[src/logic/cbw_pkg.sv]
// Constants, register map and field helpers for the CAN board window decoder
// Behaviour
// - claim one 256-byte window at the base
// - host address bit A19 must be one
// - compare A18..A8 against eleven base selections
// - fitted jumper reads one, absent reads zero
// - top four selections pick 32 KB regions
// - default window base is D0000
// - controller interrupt drives one selected channel, default 5
// - interrupt channel is never shared, driven exclusively
// - clock select chooses 8 or 16 MHz, default 8
package cbw_pkg;

  localparam int APB_AW = 12;
  localparam int DW = 32;
  localparam int HOST_AW = 20;
  localparam int BASE_W = 11;
  localparam int IRQ_W = 4;
  localparam int IRQ_N = 16;
  localparam int HDW = 8;

  // Window decode positions on the host address
  localparam int WIN_A19 = 19;
  localparam int WIN_MSB = 18;
  localparam int WIN_LSB = 8;

  // Register byte offsets
  localparam logic [APB_AW-1:0] OFF_CFG = 12'h000;
  localparam logic [APB_AW-1:0] OFF_STAT = 12'h004;
  localparam logic [APB_AW-1:0] OFF_CLR = 12'h008;
  localparam logic [APB_AW-1:0] OFF_EN = 12'h00C;
  localparam logic [APB_AW-1:0] OFF_STRAP = 12'h010;
  localparam logic [APB_AW-1:0] OFF_ACT = 12'h014;

  // Configuration word layout
  localparam int CFG_BASE_LSB = 0;
  localparam int CFG_IRQ_LSB = 16;
  localparam int CFG_CLK_BIT = 24;
  localparam int CFG_SRC_BIT = 31;

  // Factory defaults: base pattern 1010_0000000 is D0000
  localparam logic [BASE_W-1:0] BASE_DEFAULT = 11'h500;
  localparam logic [IRQ_W-1:0] IRQ_DEFAULT = 4'h5;
  localparam logic CLK_8MHZ = 1'b0;
  localparam logic CLK_16MHZ = 1'b1;

  // Event bits
  localparam int EV_W = 4;
  localparam int EV_CAN_INT = 0;
  localparam int EV_HOST_RD = 1;
  localparam int EV_HOST_WR = 2;
  localparam int EV_ABORT = 3;

  function automatic logic [DW-1:0] pack_cfg(input logic [BASE_W-1:0] base,
                                             input logic [IRQ_W-1:0] irq,
                                             input logic clk_sel,
                                             input logic src);
    logic [DW-1:0] w;
    w = '0;
    w[CFG_BASE_LSB +: BASE_W] = base;
    w[CFG_IRQ_LSB +: IRQ_W] = irq;
    w[CFG_CLK_BIT] = clk_sel;
    w[CFG_SRC_BIT] = src;
    return w;
  endfunction : pack_cfg

  function automatic logic [BASE_W-1:0] cfg_base(input logic [DW-1:0] w);
    return w[CFG_BASE_LSB +: BASE_W];
  endfunction : cfg_base

  function automatic logic [IRQ_W-1:0] cfg_irq(input logic [DW-1:0] w);
    return w[CFG_IRQ_LSB +: IRQ_W];
  endfunction : cfg_irq

  localparam logic [DW-1:0] CFG_RESET = pack_cfg(BASE_DEFAULT, IRQ_DEFAULT, CLK_8MHZ, 1'b0);

  typedef enum logic [1:0] {
    HS_IDLE,
    HS_READ,
    HS_WRITE
  } cbw_host_state_t;

endpackage : cbw_pkg

[src/logic/cbw_sel_if.sv]
// Selection and decode signals shared between the top and its helpers
`timescale 1ns/1ps
interface cbw_sel_if;
  import cbw_pkg::*;
  logic [BASE_W-1:0] base_sel;
  logic [IRQ_W-1:0] irq_sel;
  logic irq_req;
  logic hit;
  modport ctrl (output base_sel, output irq_sel, output irq_req, input hit);
  modport dec (input base_sel, output hit);
  modport route (input irq_sel, input irq_req);
endinterface : cbw_sel_if

[src/logic/cbw_window_decode.sv]
// Host memory window decoder
`timescale 1ns/1ps
module cbw_window_decode
  import cbw_pkg::*;
(
  // Host address
  input wire logic [HOST_AW-1:0] host_addr,
  // Selection in, hit out
  cbw_sel_if.dec sel
);

  // A19 is forced, A18..A8 must equal the selection; A7..A0 index 256 bytes
  always_comb begin
    sel.hit = host_addr[WIN_A19]
      && (host_addr[WIN_MSB:WIN_LSB] == sel.base_sel);
  end

endmodule : cbw_window_decode

[src/logic/cbw_irq_route.sv]
// Routes the controller interrupt onto one host interrupt channel
`timescale 1ns/1ps
module cbw_irq_route
  import cbw_pkg::*;
(
  // Clock and reset
  input wire logic clk_sys,
  input wire logic srst,
  // Selection and request
  cbw_sel_if.route sel,
  // Host interrupt channels
  output logic [IRQ_N-1:0] host_irq_o,
  output logic [IRQ_N-1:0] host_irq_oe
);

  // One-hot enable: only the chosen channel is ever driven
  always_ff @(posedge clk_sys) begin
    if (srst) begin
      host_irq_oe <= '0;
    end else begin
      host_irq_oe <= IRQ_N'(1) << sel.irq_sel;
    end
  end

  always_ff @(posedge clk_sys) begin
    if (srst) begin
      host_irq_o <= '0;
    end else begin
      host_irq_o <= (IRQ_N'(1) << sel.irq_sel) & {IRQ_N{sel.irq_req}};
    end
  end

endmodule : cbw_irq_route

[src/logic/cbw_top.sv]
// Host attachment of the CAN board: window decode, strobes, interrupt, APB registers
`timescale 1ns/1ps
module cbw_top
  import cbw_pkg::*;
(
  // Clock and reset
  input wire logic clk_sys,
  input wire logic srst,
  // APB slave
  input wire logic psel,
  input wire logic penable,
  input wire logic pwrite,
  input wire logic [APB_AW-1:0] paddr,
  input wire logic [DW-1:0] pwdata,
  output logic [DW-1:0] prdata,
  output logic pready,
  output logic pslverr,
  // Interrupt to the local processor
  output logic irq,
  // Jumper inputs, one when fitted
  input wire logic [BASE_W-1:0] base_jumper,
  input wire logic [IRQ_W-1:0] irq_jumper,
  input wire logic controller_clock_select,
  // Host memory bus
  input wire logic [HOST_AW-1:0] host_addr,
  input wire logic host_memr_n,
  input wire logic host_memw_n,
  input wire logic [HDW-1:0] host_data_i,
  output logic [HDW-1:0] host_data_o,
  output logic host_data_oe,
  // Host interrupt channels
  output logic [IRQ_N-1:0] host_irq_o,
  output logic [IRQ_N-1:0] host_irq_oe,
  // CAN controller side
  output logic ctl_cs_n,
  output logic ctl_rd_n,
  output logic ctl_wr_n,
  output logic [HDW-1:0] ctl_addr,
  output logic [HDW-1:0] ctl_wdata,
  input wire logic [HDW-1:0] ctl_rdata,
  input wire logic ctl_int_n,
  output logic ctl_clk_sel
);

  cbw_sel_if sel ();

  logic [DW-1:0] cfg_reg;
  logic [DW-1:0] strap_reg;
  logic [EV_W-1:0] stat_reg;
  logic [EV_W-1:0] stat_next;
  logic [EV_W-1:0] en_reg;
  logic [EV_W-1:0] clr_mask;
  logic [EV_W-1:0] events;
  logic [DW-1:0] act_word;
  logic [DW-1:0] rd_word;
  logic rd_ok;
  logic wr_acc;
  logic can_int_reg;
  logic can_int_prev_reg;
  logic clk_sel_reg;
  cbw_host_state_t hs_reg;
  cbw_host_state_t hs_next;
  logic rd_req;
  logic wr_req;

  // Helpers
  cbw_window_decode u_dec (
    .host_addr(host_addr),
    .sel(sel.dec)
  );

  cbw_irq_route u_irq (
    .clk_sys(clk_sys),
    .srst(srst),
    .sel(sel.route),
    .host_irq_o(host_irq_o),
    .host_irq_oe(host_irq_oe)
  );

  // APB: zero wait states, every access completes in its access phase
  assign pready = 1'b1;
  assign wr_acc = psel && penable && pwrite;

  // Configuration register; reset gives the factory window and channel
  always_ff @(posedge clk_sys) begin
    if (srst) begin
      cfg_reg <= CFG_RESET;
    end else if (wr_acc && paddr == OFF_CFG) begin
      cfg_reg <= pack_cfg(cfg_base(pwdata), cfg_irq(pwdata),
                          pwdata[CFG_CLK_BIT], pwdata[CFG_SRC_BIT]);
    end
  end

  // Jumpers are static; they are sampled every cycle and read back as fitted = one
  always_ff @(posedge clk_sys) begin
    if (srst) begin
      strap_reg <= '0;
    end else begin
      strap_reg <= pack_cfg(base_jumper, irq_jumper, controller_clock_select, 1'b1);
    end
  end

  // The source bit picks jumpers or the software copy of the defaults
  always_comb begin
    if (cfg_reg[CFG_SRC_BIT]) begin
      act_word = strap_reg;
    end else begin
      act_word = cfg_reg;
    end
  end

  assign sel.base_sel = cfg_base(act_word);
  assign sel.irq_sel = cfg_irq(act_word);

  // Controller clock choice is a registered static level
  always_ff @(posedge clk_sys) begin
    if (srst) begin
      clk_sel_reg <= CLK_8MHZ;
    end else begin
      clk_sel_reg <= act_word[CFG_CLK_BIT];
    end
  end

  assign ctl_clk_sel = clk_sel_reg;

  // Controller interrupt is active low; registered before routing
  always_ff @(posedge clk_sys) begin
    if (srst) begin
      can_int_reg <= 1'b0;
    end else begin
      can_int_reg <= !ctl_int_n;
    end
  end

  always_ff @(posedge clk_sys) begin
    if (srst) begin
      can_int_prev_reg <= 1'b0;
    end else begin
      can_int_prev_reg <= can_int_reg;
    end
  end

  assign sel.irq_req = can_int_reg;

  // Host cycle tracking; a request only counts while the window is hit
  assign rd_req = sel.hit && !host_memr_n;
  assign wr_req = sel.hit && !host_memw_n;

  // A read wins over a write when both strobes fall together; it cannot alter the controller
  always_comb begin
    hs_next = hs_reg;
    case (hs_reg)
      HS_IDLE: begin
        if (rd_req) begin
          hs_next = HS_READ;
        end else if (wr_req) begin
          hs_next = HS_WRITE;
        end
      end
      HS_READ: begin
        if (!rd_req) begin
          hs_next = HS_IDLE;
        end
      end
      HS_WRITE: begin
        if (!wr_req) begin
          hs_next = HS_IDLE;
        end
      end
      default: begin
        hs_next = HS_IDLE;
      end
    endcase
  end

  always_ff @(posedge clk_sys) begin
    if (srst) begin
      hs_reg <= HS_IDLE;
    end else begin
      hs_reg <= hs_next;
    end
  end

  // Controller strobes follow the next state so they drop as soon as the cycle leaves
  always_ff @(posedge clk_sys) begin
    if (srst) begin
      ctl_cs_n <= 1'b1;
      ctl_rd_n <= 1'b1;
      ctl_wr_n <= 1'b1;
    end else begin
      ctl_cs_n <= (hs_next == HS_IDLE);
      ctl_rd_n <= (hs_next != HS_READ);
      ctl_wr_n <= (hs_next != HS_WRITE);
    end
  end

  // Offset within the 256-byte window and write data
  always_ff @(posedge clk_sys) begin
    if (srst) begin
      ctl_addr <= '0;
      ctl_wdata <= '0;
    end else if (rd_req || wr_req) begin
      ctl_addr <= host_addr[HDW-1:0];
      ctl_wdata <= host_data_i;
    end
  end

  // Host data is driven only during a claimed read
  always_ff @(posedge clk_sys) begin
    if (srst) begin
      host_data_oe <= 1'b0;
    end else begin
      host_data_oe <= (hs_next == HS_READ);
    end
  end

  always_ff @(posedge clk_sys) begin
    if (srst) begin
      host_data_o <= '0;
    end else if (hs_reg == HS_READ) begin
      host_data_o <= ctl_rdata;
    end
  end

  // Events: controller interrupt rising, host read, host write, cycle dropped by address
  always_comb begin
    events = '0;
    events[EV_CAN_INT] = can_int_reg && !can_int_prev_reg;
    events[EV_HOST_RD] = (hs_reg == HS_IDLE) && (hs_next == HS_READ);
    events[EV_HOST_WR] = (hs_reg == HS_IDLE) && (hs_next == HS_WRITE);
    events[EV_ABORT] = (hs_reg != HS_IDLE) && !sel.hit
      && !(host_memr_n && host_memw_n);
  end

  // Write-one-to-clear; an event in the clearing cycle still sets its bit
  always_comb begin
    clr_mask = '0;
    if (wr_acc && paddr == OFF_CLR) begin
      clr_mask = pwdata[EV_W-1:0];
    end
    stat_next = (stat_reg & ~clr_mask) | events;
  end

  always_ff @(posedge clk_sys) begin
    if (srst) begin
      stat_reg <= '0;
    end else begin
      stat_reg <= stat_next;
    end
  end

  always_ff @(posedge clk_sys) begin
    if (srst) begin
      en_reg <= '0;
    end else if (wr_acc && paddr == OFF_EN) begin
      en_reg <= pwdata[EV_W-1:0];
    end
  end

  // Level output; only clearing the status or the enable drops it
  assign irq = |(stat_reg & en_reg);

  // Read decode; the clear register reads as zero, unmapped offsets error
  always_comb begin
    rd_word = '0;
    rd_ok = 1'b1;
    case (paddr)
      OFF_CFG: begin
        rd_word = cfg_reg;
      end
      OFF_STAT: begin
        rd_word[EV_W-1:0] = stat_reg;
      end
      OFF_CLR: begin
        rd_word = '0;
      end
      OFF_EN: begin
        rd_word[EV_W-1:0] = en_reg;
      end
      OFF_STRAP: begin
        rd_word = strap_reg;
      end
      OFF_ACT: begin
        rd_word = pack_cfg(sel.base_sel, sel.irq_sel, clk_sel_reg, cfg_reg[CFG_SRC_BIT]);
      end
      default: begin
        rd_ok = 1'b0;
      end
    endcase
  end

  // Read data is captured in the setup phase, so the access phase still needs no wait
  always_ff @(posedge clk_sys) begin
    if (srst) begin
      prdata <= '0;
    end else if (psel && !penable && !pwrite) begin
      prdata <= rd_word;
    end
  end

  // Unmapped offsets answer with an error in the access phase; their writes are dropped
  assign pslverr = psel && penable && !rd_ok;

endmodule : cbw_top

[config.mk]
export PLATFORM = sky130hd
export DESIGN_NAME = cbw_top
export DESIGN_NICKNAME = d
export VERILOG_FILES = /design/src/logic/cbw_pkg.sv /design/src/logic/cbw_sel_if.sv /design/src/logic/cbw_window_decode.sv /design/src/logic/cbw_irq_route.sv /design/src/logic/cbw_top.sv
export SDC_FILE = /design/constraint.sdc
export NUM_CORES = 1
export LEC_CHECK = 0
export BUFFER_PORTS_ARGS = -buffer_cell sky130_fd_sc_hd__buf_2
export CORE_UTILIZATION = 52
export DETAILED_ROUTE_END_ITERATION = 7
export PLACE_DENSITY = 0.85
export REMOVE_ABC_BUFFERS = 1
export SLEW_MARGIN = 20
export SYNTH_ARGS = -nofsm -noshare
export SYNTH_HDL_FRONTEND = slang
export SYNTH_HIERARCHICAL = 1
export SYNTH_SLANG_ARGS = --single-unit
[constraint.sdc]
create_clock -name clk_sys -period 7.4 [get_ports clk_sys]
set_input_delay 1.48 -clock clk_sys [delete_from_list [all_inputs] [get_ports clk_sys]]
set_output_delay 1.48 -clock clk_sys [all_outputs]
set_load 0.02 [all_outputs]
==> impl_metrics.py, run 1 <==
metrics = {
    "route": {
        "drt_iter0_markers": 177,
        "vias": 4433,
        "viasPerCell": 5.373,
        "drc_errors": 0,
        "totalWireLength_um": 12080,
        "drtAntennaViolNets": 0,
        "firstDrtPassIters": 5,
        "wl_per_cell_um": 14.64,
    },
    "timing": {
        "skew_ns": 0.009915,
        "hold_viol_final": 0,
        "rsz0062_at_grt": "no",
        "slew_headroom_pct": 33.35,
        "tightest_slew_ns": 0.9983,
        "maxSlewViolCount": 0,
        "fmax_ghz": 0.2187,
        "fin_crit_sh_pct": 61.79,
        "min_period_ns": 4.572,
        "tns_ns": 0,
        "setup_violations": 0,
    },
    "flow_run": {
        "maxCapViolCount": 0,
    },
    "min_path": {
        "whs_path_depth": 2,
        "hold_start": "prdata[24]",
        "min_path_type": "flop to flop",
    },
    "global_routing": {
        "antenna_found_initial": 0,
        "grt.overflow.total": 0,
        "grt.total_usage_pct": 24.31,
        "grt_pass1_wl_um": 19220,
        "grt_pass1_vias": 4109,
        "grt_max_degree": 72,
    },
    "critical_path": {
        "worstSetupStartpointType": "input pin",
        "cp.buffers_inverters": 2,
        "cp.depth": 5,
        "ff2ff_path_depth": 7,
        "cp_cell_sequence": "buf_2, or4_1, nor3_1, a21oi_1, buf_2",
        "cp_slowest_stage_delay_ns": 0.60,
        "crit_path_top_delay_cell": "or4_1",
        "r2r_slack_ns": 4.29,
        "crit_path_max_fanout": 6,
        "r2r-end": "ctl_wdata[2]",
        "r2r_start": "cfg_reg[31]",
        "endpoint_kind": "output pin",
        "arrival_ns": 3.09,
        "endpoint": "pslverr",
        "crit_path_frequent_cell": "buf_2",
        "cp.required_ns": 5.92,
        "worstSetupStartpoint": "paddr[9]",
        "crit_type": "input pin to output pin",
        "critical-path-top-delay-family": "simple AND/OR/NAND/NOR gates",
    },
    "logic_synthesis": {
        "synth_flop_cell": "dfxtp_1",
        "ys_ff_latch": 124,
        "yosys_warnings": 6,
        "synth_top_cell_by_area": "dfxtp_1",
        "avgSynthCellArea_um2": 8.971,
        "yosysSeqAreaShare_pct": 50.59,
        "synth_area_leaders": "dfxtp_1, nand2_1, nor2_1",
        "synth.top_cell.area_share_pct": 50.59,
        "yosys.cell_types.count": 51,
        "synth_area_um2": 4907,
        "synth_edf_count": 0,
        "synthCells": 547,
        "async_reset_ff_share_pct": 0,
    },
    "clocking": {
        "cts_tree": "built",
        "cts_setup_buffers": 0,
        "clkSinkCount": 124,
        "ctsHoldBuffers": 0,
        "numCtsBuffers": 17,
        "cts_htree_levels": 4,
        "cts_resized": 0,
        "cts_max_path_buffers": 2,
        "cts_root_buf": "clkbuf_8",
        "cts.clk_slew.worst_paths_ns": 0.06,
        "clkLatencyLatePin_ns": 0.50,
    },
    "floorplan": {
        "initial_core_util_pct": 53.36,
        "die_x_um": 99.15,
        "io_pins": 200,
        "coreArea_um2": 9196,
        "rows": 35,
        "die_h_um": 99.15,
        "die-area_um2": 9830,
    },
    "power_and_ir_drop": {
        "p_leak_uw": 0.002839,
        "p_per_area_nw_per_um2": 242.6,
        "ir_worst_vdd_uv": 171.9,
    },
    "place": {
        "placed_cell_area_um2": 5712,
        "io_buffers": 168,
        "gp_congestion": 0.9038,
        "dp_hpwl_um": 8413,
    },
    "finish": {
        "antennaDiodeCount": 0,
        "fin_area_um2": 6269,
        "area_growth_syn_to_layout_pct": 27.74,
        "nets": 805,
        "drive_gt1_share_pct": 31.51,
    },
    "status": {
        "status": "finished, final reports clean",
    },
}
## report_power, final
part           switching, uW  internal [uW]
Combinational           48.6           32.3
Sequential              3.69            674
Clock                    333            430
Total                    385           1140
## worst min-delay path by stage
stage,end,slack (ns)
floorplan,cfg_reg[2],0.45
global placement,prdata[4],0.43
detailed placement,prdata[24],0.44
CTS,prdata[24],0.45
global route,prdata[9],0.46
finish,prdata[24],0.44
## cell usage after synthesis (4+ instances only)
library cell,n
dfxtp_1,124
nand2_1,65
nor2_1,63
a21oi_1,39
clkbuf_1,30
mux2i_1,23
nand3_1,20
nor2b_1,18
buf_4,16
o21ai_0,15
a31oi_1,12
inv_1,11
mux2_2,11
xnor2_1,11
o21ai_1,10
o31ai_1,10
nand2b_1,6
nand4_1,4
o211ai_1,4
## placed cells by master, fill, tap and decap left out, drive strengths merged, types with 3 or more instances in the layout
| master | synthesis | layout |
|---|---|---|
| inv | 11 | 22 |
| buf | 20 | 171 |
| mux2 | 11 | 11 |
| o21ai | 25 | 25 |
| o211ai | 4 | 4 |
| or4 | 3 | 3 |
| xnor2 | 11 | 11 |
| clkbuf | 30 | 17 |
| a21oi | 39 | 39 |
| o32ai | 3 | 3 |
| or2 | 3 | 3 |
| a31oi | 12 | 12 |
| nand2b | 6 | 6 |
| nor3 | 5 | 5 |
| dfxtp | 124 | 124 |
| o31ai | 10 | 10 |
| nor2b | 18 | 18 |
| a41o | 3 | 3 |
| or3 | 3 | 3 |
| or3b | 3 | 3 |
| nand3 | 20 | 20 |
| nand2 | 65 | 65 |
| mux2i | 23 | 23 |
| nor4 | 3 | 3 |
| nand4 | 4 | 4 |
| conb | 2 | 16 |
| nor2 | 63 | 63 |
## cell families after synthesis
family                    share of synthesized area (%)
and+or+nand+nor                                   20.93
buffers and inverters                             5.941
DFF                                               50.59
other                                            0.1530
xor gates and xnor gates                          1.963
muxes                                             7.216
AOI/OAI and AO/OA                                 13.21
## cell type report
type                       count  area, um^2
multi-input combinational    376        2188
timing repair buffer         171       863.3
tap                          111       138.9
clock inverter                15       140.1
clock buffer                  17       414.1
fill                         738        2928
inverter                      11       41.29
sequential                   124        2482
## routing by layer
layer,GRT usage [%],vias to the layer above,wire (um)
li1,-,2166,-
met1,29.98,2081,5058
met2,43.09,173,6144
met3,5.271,13,775
met4,6.561,0,102
met5,0,-,0
## through the flow
stage / total power [uW] / util (%) / worst slack, ns / cells / hold slack, ns
2_1_floorplan: 726.1 / - / 3.207 / 511 / 0.4450
3_3_place_gp: 770.3 / 62.11 / 2.866 / 793 / 0.4321
3_5_place_dp: 772.1 / 62.11 / 2.829 / 793 / 0.4369
4_1_cts: 1532 / 68.14 / 2.826 / 825 / 0.4457
5_1_grt: 1568 / 68.16 / 2.684 / 825 / 0.4603
6_report: 1521 / 68.16 / 2.828 / 825 / 0.4415
## worst min-delay path, cell delays in order (launching register included)
cell     delay [ns]
dfxtp_1        0.31
nand2_1        0.04
o21ai_1        0.05
Note: power is estimated with default switching activity, not from simulation.
==> inputs of run 2 (changes only) <==
- ABC_AREA: not set -> 1
- CORE_UTILIZATION: 52 -> 49
- PLACE_DENSITY: 0.85 -> 0.8
- clock period: 7.4 -> 4.7 ns (I/O delays scaled with it)
==> run 2 against run 1 <==
Compared with the run above:
- count of clock-buffer cells in the layout is 3 higher
- largest cell class unchanged
- clock power is 72% higher
- power is 64% higher
- flip-flop and latch count stayed put
==> impl_metrics.py, run 2 <==
metrics = {
    "place": {
        "dp_hpwl_um": 8974,
        "io_buffers": 168,
        "gp_congestion": 0.8247,
    },
    "finish": {
        "nets": 967,
        "layout_common_cells": "buf_2, dfxtp_1, nand2_1",
        "utilization_pct": 64.12,
        "area_growth_syn_to_layout_pct": 27.13,
        "final_common_cell": "buf_2",
        "antennaDiodeCount": 0,
        "drive_gt1_share_pct": 27.17,
    },
    "clocking": {
        "ctsHoldBuffers": 0,
        "cts_root_buf": "clkbuf_8",
        "cts_tree": "built",
        "cts_htree_levels": 4,
        "cts_max_path_buffers": 2,
        "clkLatencyLatePin_ns": 0.50,
        "numCtsBuffers": 17,
        "cts_resized": 0,
        "cts_setup_buffers": 0,
        "clkSinkCount": 124,
        "cts.clk_slew.worst_paths_ns": 0.06,
    },
    "logic_synthesis": {
        "synth.top_cell.area_share_pct": 47.89,
        "yosys.cell_count.top_type": "dfxtp_1",
        "async_reset_ff_share_pct": 0,
        "avgSynthCellArea_um2": 7.353,
        "synth_common_cells": "dfxtp_1, nand2_1, nor2_1",
        "synthCells": 705,
        "yosys.cell_types.count": 29,
        "ys_ff_latch": 124,
        "synth_top_cell_by_area": "dfxtp_1",
        "synth_edf_count": 0,
        "synth_area_leaders": "dfxtp_1, nand2_1, nor2_1",
        "synth_flop_cell": "dfxtp_1",
        "yosys_warnings": 6,
        "synth_area_um2": 5184,
        "yosysSeqAreaShare_pct": 47.89,
    },
    "route": {
        "drt_iter0_markers": 258,
        "firstDrtPassIters": 7,
        "totalWireLength_um": 12800,
        "wl_per_cell_um": 12.65,
        "drtAntennaViolNets": 0,
        "vias": 4960,
        "drc_errors": 0,
        "viasPerCell": 4.901,
    },
    "timing": {
        "slew_headroom_pct": 50.65,
        "tns_ns": 0,
        "maxSlewViolCount": 0,
        "hold_viol_final": 0,
        "fin_crit_sh_pct": 66.84,
        "tightest_slew_ns": 0.7402,
        "rsz0062_at_grt": "no",
        "setup_violations": 0,
        "fmax_ghz": 0.3183,
        "min_period_ns": 3.142,
        "skew_ns": 0.008635,
    },
    "critical_path": {
        "r2r_slack_ns": 1.74,
        "r2r-end": "ctl_addr[2]",
        "crit_path_max_fanout": 24,
        "worstSetupStartpointType": "input pin",
        "crit_type": "input pin to output pin",
        "ff2ff_path_depth": 18,
        "r2r_start": "cfg_reg[31]",
        "endpoint_kind": "output pin",
        "arrival_ns": 2.20,
        "worstSetupStartpoint": "paddr[1]",
        "cp.required_ns": 3.76,
    },
    "min_path": {
        "min_path_type": "flop to flop",
        "hold_end": "can_int_prev_reg",
        "hold_start": "can_int_reg",
        "whs_path_depth": 2,
    },
    "global_routing": {
        "grt_max_degree": 52,
        "antenna_found_initial": 0,
        "grt.total_usage_pct": 24.46,
        "grt_pass1_vias": 4820,
        "grt_pass1_wl_um": 21510,
        "grt.overflow.total": 0,
    },
    "floorplan": {
        "rows": 37,
        "coreArea_um2": 10280,
        "io_pins": 200,
        "initial_core_util_pct": 50.44,
        "die_h_um": 104.9,
        "die_x_um": 104.9,
        "die-area_um2": 10990,
    },
    "status": {
        "status": "finished, final reports clean",
    },
    "power_and_ir_drop": {
        "ir_worst_vdd_uv": 191.3,
        "p_leak_uw": 0.003225,
        "p_per_area_nw_per_um2": 379.1,
    },
    "flow_run": {
        "maxCapViolCount": 0,
    },
}
-- run 2: cell count changes in the layout (fill, tap and decap cells not counted), sizes merged, moves of 12 or more --
cell	previous run	this run
nand2	65	115
nor2b	18	0
a31oi	12	0
inv	22	89
nor2	63	114
mux2i	23	0
nor3	5	20
nand3	20	87
o21ai	25	66
-- run 2: layer usage --
metal / global-route usage [%] / wire length [um]
met3: 6.363 / 1008
met2: 42.62 / 6216
met5: 0 / 0
met4: 7.948 / 124
met1: 29.27 / 5450
-- run 2: how the worst max path moves through the flow --
stage	endpoint	slack, ns	cells after the start
finish	pslverr	1.56	8
global route	ctl_wdata[1]	1.37	18
CTS	pslverr	1.55	8
detailed placement	pslverr	1.57	8
global placement	pslverr	1.62	8
floorplan	pslverr	1.77	6
-- run 2: cell type report --
cell class                 count  area [um^2]
timing repair buffer         173        878.3
fill                         941         3687
multi-input combinational    461         2131
sequential                   124         2482
tap                          136        170.2
clock inverter                12        160.2
clock buffer                  20        445.4
inverter                      86        322.8
-- run 2: cell families (layout without fill, tap and decap cells) --
group                     count (synthesis)  count (layout)  share of synthesized area, %
AOI/OAI and AO/OA                       104             104                         10.11
xor gates and xnor gates                  3               3                        0.5070
buffers and inverters                   134             291                         12.12
DFF                                     124             124                         47.89
other                                     2              16                        0.1449
and+or+nand+nor                         338             338                         29.23
-- run 2: per-stage QoR --
stage | hold slack (ns) | instance area [um^2] | power [uW] | instances | setup WS [ns]
2_1_floorplan | 0.4269 | 4931 | 1145 | 671 | 1.775
3_3_place_gp | 0.4442 | 5984 | 1206 | 980 | 1.619
3_5_place_dp | 0.4411 | 5984 | 1208 | 980 | 1.572
4_1_cts | 0.4534 | 6590 | 2521 | 1012 | 1.550
5_1_grt | 0.4791 | 6590 | 2592 | 1012 | 1.373
6_report | 0.4479 | 6590 | 2498 | 1012 | 1.558
-- run 2: critical path, cell delays in order --
cell	delay, ns
buf_2	0.11
nor2_2	0.15
nand2_1	0.12
inv_2	0.43
nand2_1	0.12
nand4_1	0.12
nor2_1	0.05
buf_2	0.15
-- run 2: power by group --
part | switching [uW] | internal, uW
registers | 6.61 | 1060
logic | 73.8 | 42.2
clock network | 471 | 841
==> inputs of run 3 (changes only) <==
- ABC_AREA: 1 -> 0
- CORE_UTILIZATION: 49 -> 48
- clock period: 4.7 -> 3.1 ns (I/O delays scaled with it)
==> run 3 against run 2 <==
Compared with the run above:
- core utilization increased by 0.86 points
- setup slack got worse by 0.98 ns
- first-iteration DRC count decreased by 41%
==> impl_metrics.py, run 3 (synthesis results as in run 1) <==
metrics = {
    "critical_path": {
        "ff2ff_path_depth": 8,
        "arrival_ns": 2.96,
        "crit_path_top_delay_cell": "and2_1",
        "crit_type": "flop to flop",
        "r2r_slack_ns": 0.58,
        "crit_path_max_fanout": 16,
        "endpoint_kind": "flop",
        "r2r-end": "ctl_addr[0]",
        "cp_cell_sequence": "buf_4, mux2_2, xnor2_1, nand4_1, nor3_2, and2_1, nand2_1, a21oi_1",
        "cp_slowest_stage_delay_ns": 0.52,
        "worstSetupStartpointType": "flop",
        "r2r_start": "cfg_reg[31]",
        "cp.required_ns": 3.54,
    },
    "min_path": {
        "hold_start": "ctl_int_n",
        "whs_path_depth": 2,
        "min_path_type": "input pin to flop",
        "hold_end": "can_int_reg",
    },
    "timing": {
        "fmax_ghz": 0.3962,
        "slew_headroom_pct": 39.75,
        "hold_viol_final": 0,
        "skew_ns": 0.007152,
        "min_period_ns": 2.524,
        "maxSlewViolCount": 0,
        "fin_crit_sh_pct": 81.43,
        "rsz0062_at_grt": "no",
        "tightest_slew_ns": 0.8943,
        "setup_violations": 0,
        "tns_ns": 0,
    },
    "global_routing": {
        "grt.total_usage_pct": 23.85,
        "grt.overflow.total": 0,
        "grt_max_degree": 37,
        "grt_pass1_vias": 4044,
        "grt_pass1_wl_um": 19200,
        "antenna_found_initial": 0,
    },
    "clocking": {
        "cts_root_buf": "clkbuf_8",
        "clkLatencyLatePin_ns": 0.51,
        "cts_htree_levels": 4,
        "cts_resized": 0,
        "clkSinkCount": 124,
        "numCtsBuffers": 17,
        "ctsHoldBuffers": 0,
        "cts_max_path_buffers": 2,
        "cts.clk_slew.worst_paths_ns": 0.06,
        "cts_tree": "built",
        "cts_setup_buffers": 0,
    },
    "finish": {
        "antennaDiodeCount": 0,
        "fillers": 845,
        "multiInputGateArea_um2": 2188,
        "layout_common_cells": "buf_2, dfxtp_1, nand2_1",
        "register_area_um2": 2482,
        "nets": 813,
        "drive_gt1_share_pct": 32.27,
        "final_common_cell": "buf_2",
        "area_growth_syn_to_layout_pct": 30.04,
        "utilization_pct": 64.98,
    },
    "floorplan": {
        "rows": 36,
        "die-area_um2": 10630,
        "die_x_um": 103.1,
        "die_h_um": 103.1,
        "io_pins": 200,
        "coreArea_um2": 9819,
        "initial_core_util_pct": 49.97,
    },
    "route": {
        "drt_iter0_markers": 151,
        "viasPerCell": 5.205,
        "drc_errors": 0,
        "totalWireLength_um": 12320,
        "firstDrtPassIters": 5,
        "vias": 4450,
        "drtAntennaViolNets": 0,
        "wl_per_cell_um": 14.41,
    },
    "flow_run": {
        "maxCapViolCount": 0,
    },
    "status": {
        "status": "finished, final reports clean",
    },
    "place": {
        "dp_hpwl_um": 8747,
        "io_buffers": 168,
        "gp_congestion": 0.8830,
    },
    "power_and_ir_drop": {
        "p_leak_uw": 0.002896,
        "p_per_area_nw_per_um2": 583.9,
        "ir_worst_vdd_uv": 355.0,
    },
}
==> run 3: cell count changes in the layout (fill, tap and decap cells not counted), sizes merged, moves of 10 or more <==
cell and change:
a31oi +12, inv -74, nor2 -51, o21ai -41, xnor2 +10, nor3 -15
nand2 -50, nor2b +18, nand3 -67, o31ai +10, mux2i +23, mux2 +11
==> run 3: how the worst max path moves through the flow <==
| stage | start | slack (ns) | endpoint | cells after the start |
|---|---|---|---|---|
| after floorplan | paddr[0] | 0.49 | prdata[31] | 4 |
| after global placement | paddr[0] | 0.47 | cfg_reg[2] | 5 |
| after detailed placement | paddr[0] | 0.41 | cfg_reg[5] | 6 |
| after CTS | cfg_reg[31] | 0.53 | ctl_addr[3] | 8 |
| after global routing | cfg_reg[31] | 0.38 | stat_reg[2] | 10 |
| final | cfg_reg[31] | 0.58 | ctl_addr[0] | 8 |
==> run 3: critical path: cells and delay by family (launching register included) <==
family	cells	cell delay, ns
AO/OA/AOI/OAI	1	0.15
XOR/XNOR	1	0.17
buffers and inverters	1	0.19
flip-flops	1	0.33
multiplexers	1	0.38
AND/OR/NAND/NOR	4	1.23
==> run 3: per-layer routing <==
metal | GRT usage, % | share of wire [%]
met1 | 29.25 | 41
met2 | 38.87 | 49
met3 | 6.169 | 7.3
met4 | 11.92 | 2.2
met5 | 0 | 0
==> run 3: through the flow <==
| step | area [um^2] | cells | worst slack [ns] | total power, uW | hold slack (ns) |
|---|---|---|---|---|---|
| 5_1_grt | 6381 | 855 | 0.3846 | 3857 | 0.2322 |
| 3_3_place_gp | 5799 | 823 | 0.4675 | 1842 | 0.4345 |
| 6_report | 6381 | 855 | 0.5758 | 3726 | 0.2632 |
| 4_1_cts | 6379 | 855 | 0.5348 | 3754 | 0.2382 |
| 2_1_floorplan | 4710 | 511 | 0.4936 | 1733 | 0.4450 |
| 3_5_place_dp | 5799 | 823 | 0.4068 | 1847 | 0.4396 |
==> run 3: cell type report <==
type                            instances  share of cell area, %
Clock buffer                           17                  6.490
Clock inverter                         15                  2.588
Inverter                               11                 0.6471
Multi-Input combinational cell        376                  34.29
Sequential cell                       124                  38.90
Tap cell                              133                  2.608
Timing Repair Buffer                  179                  14.47
==> run 3: power breakdown <==
part | leakage (uW) | switching, uW | internal (uW) | total (uW)
clock network | 0.000289 | 753 | 1160 | 1910
logic | 0.00160 | 117 | 79.2 | 196
registers | 0.00100 | 9.03 | 1610 | 1620
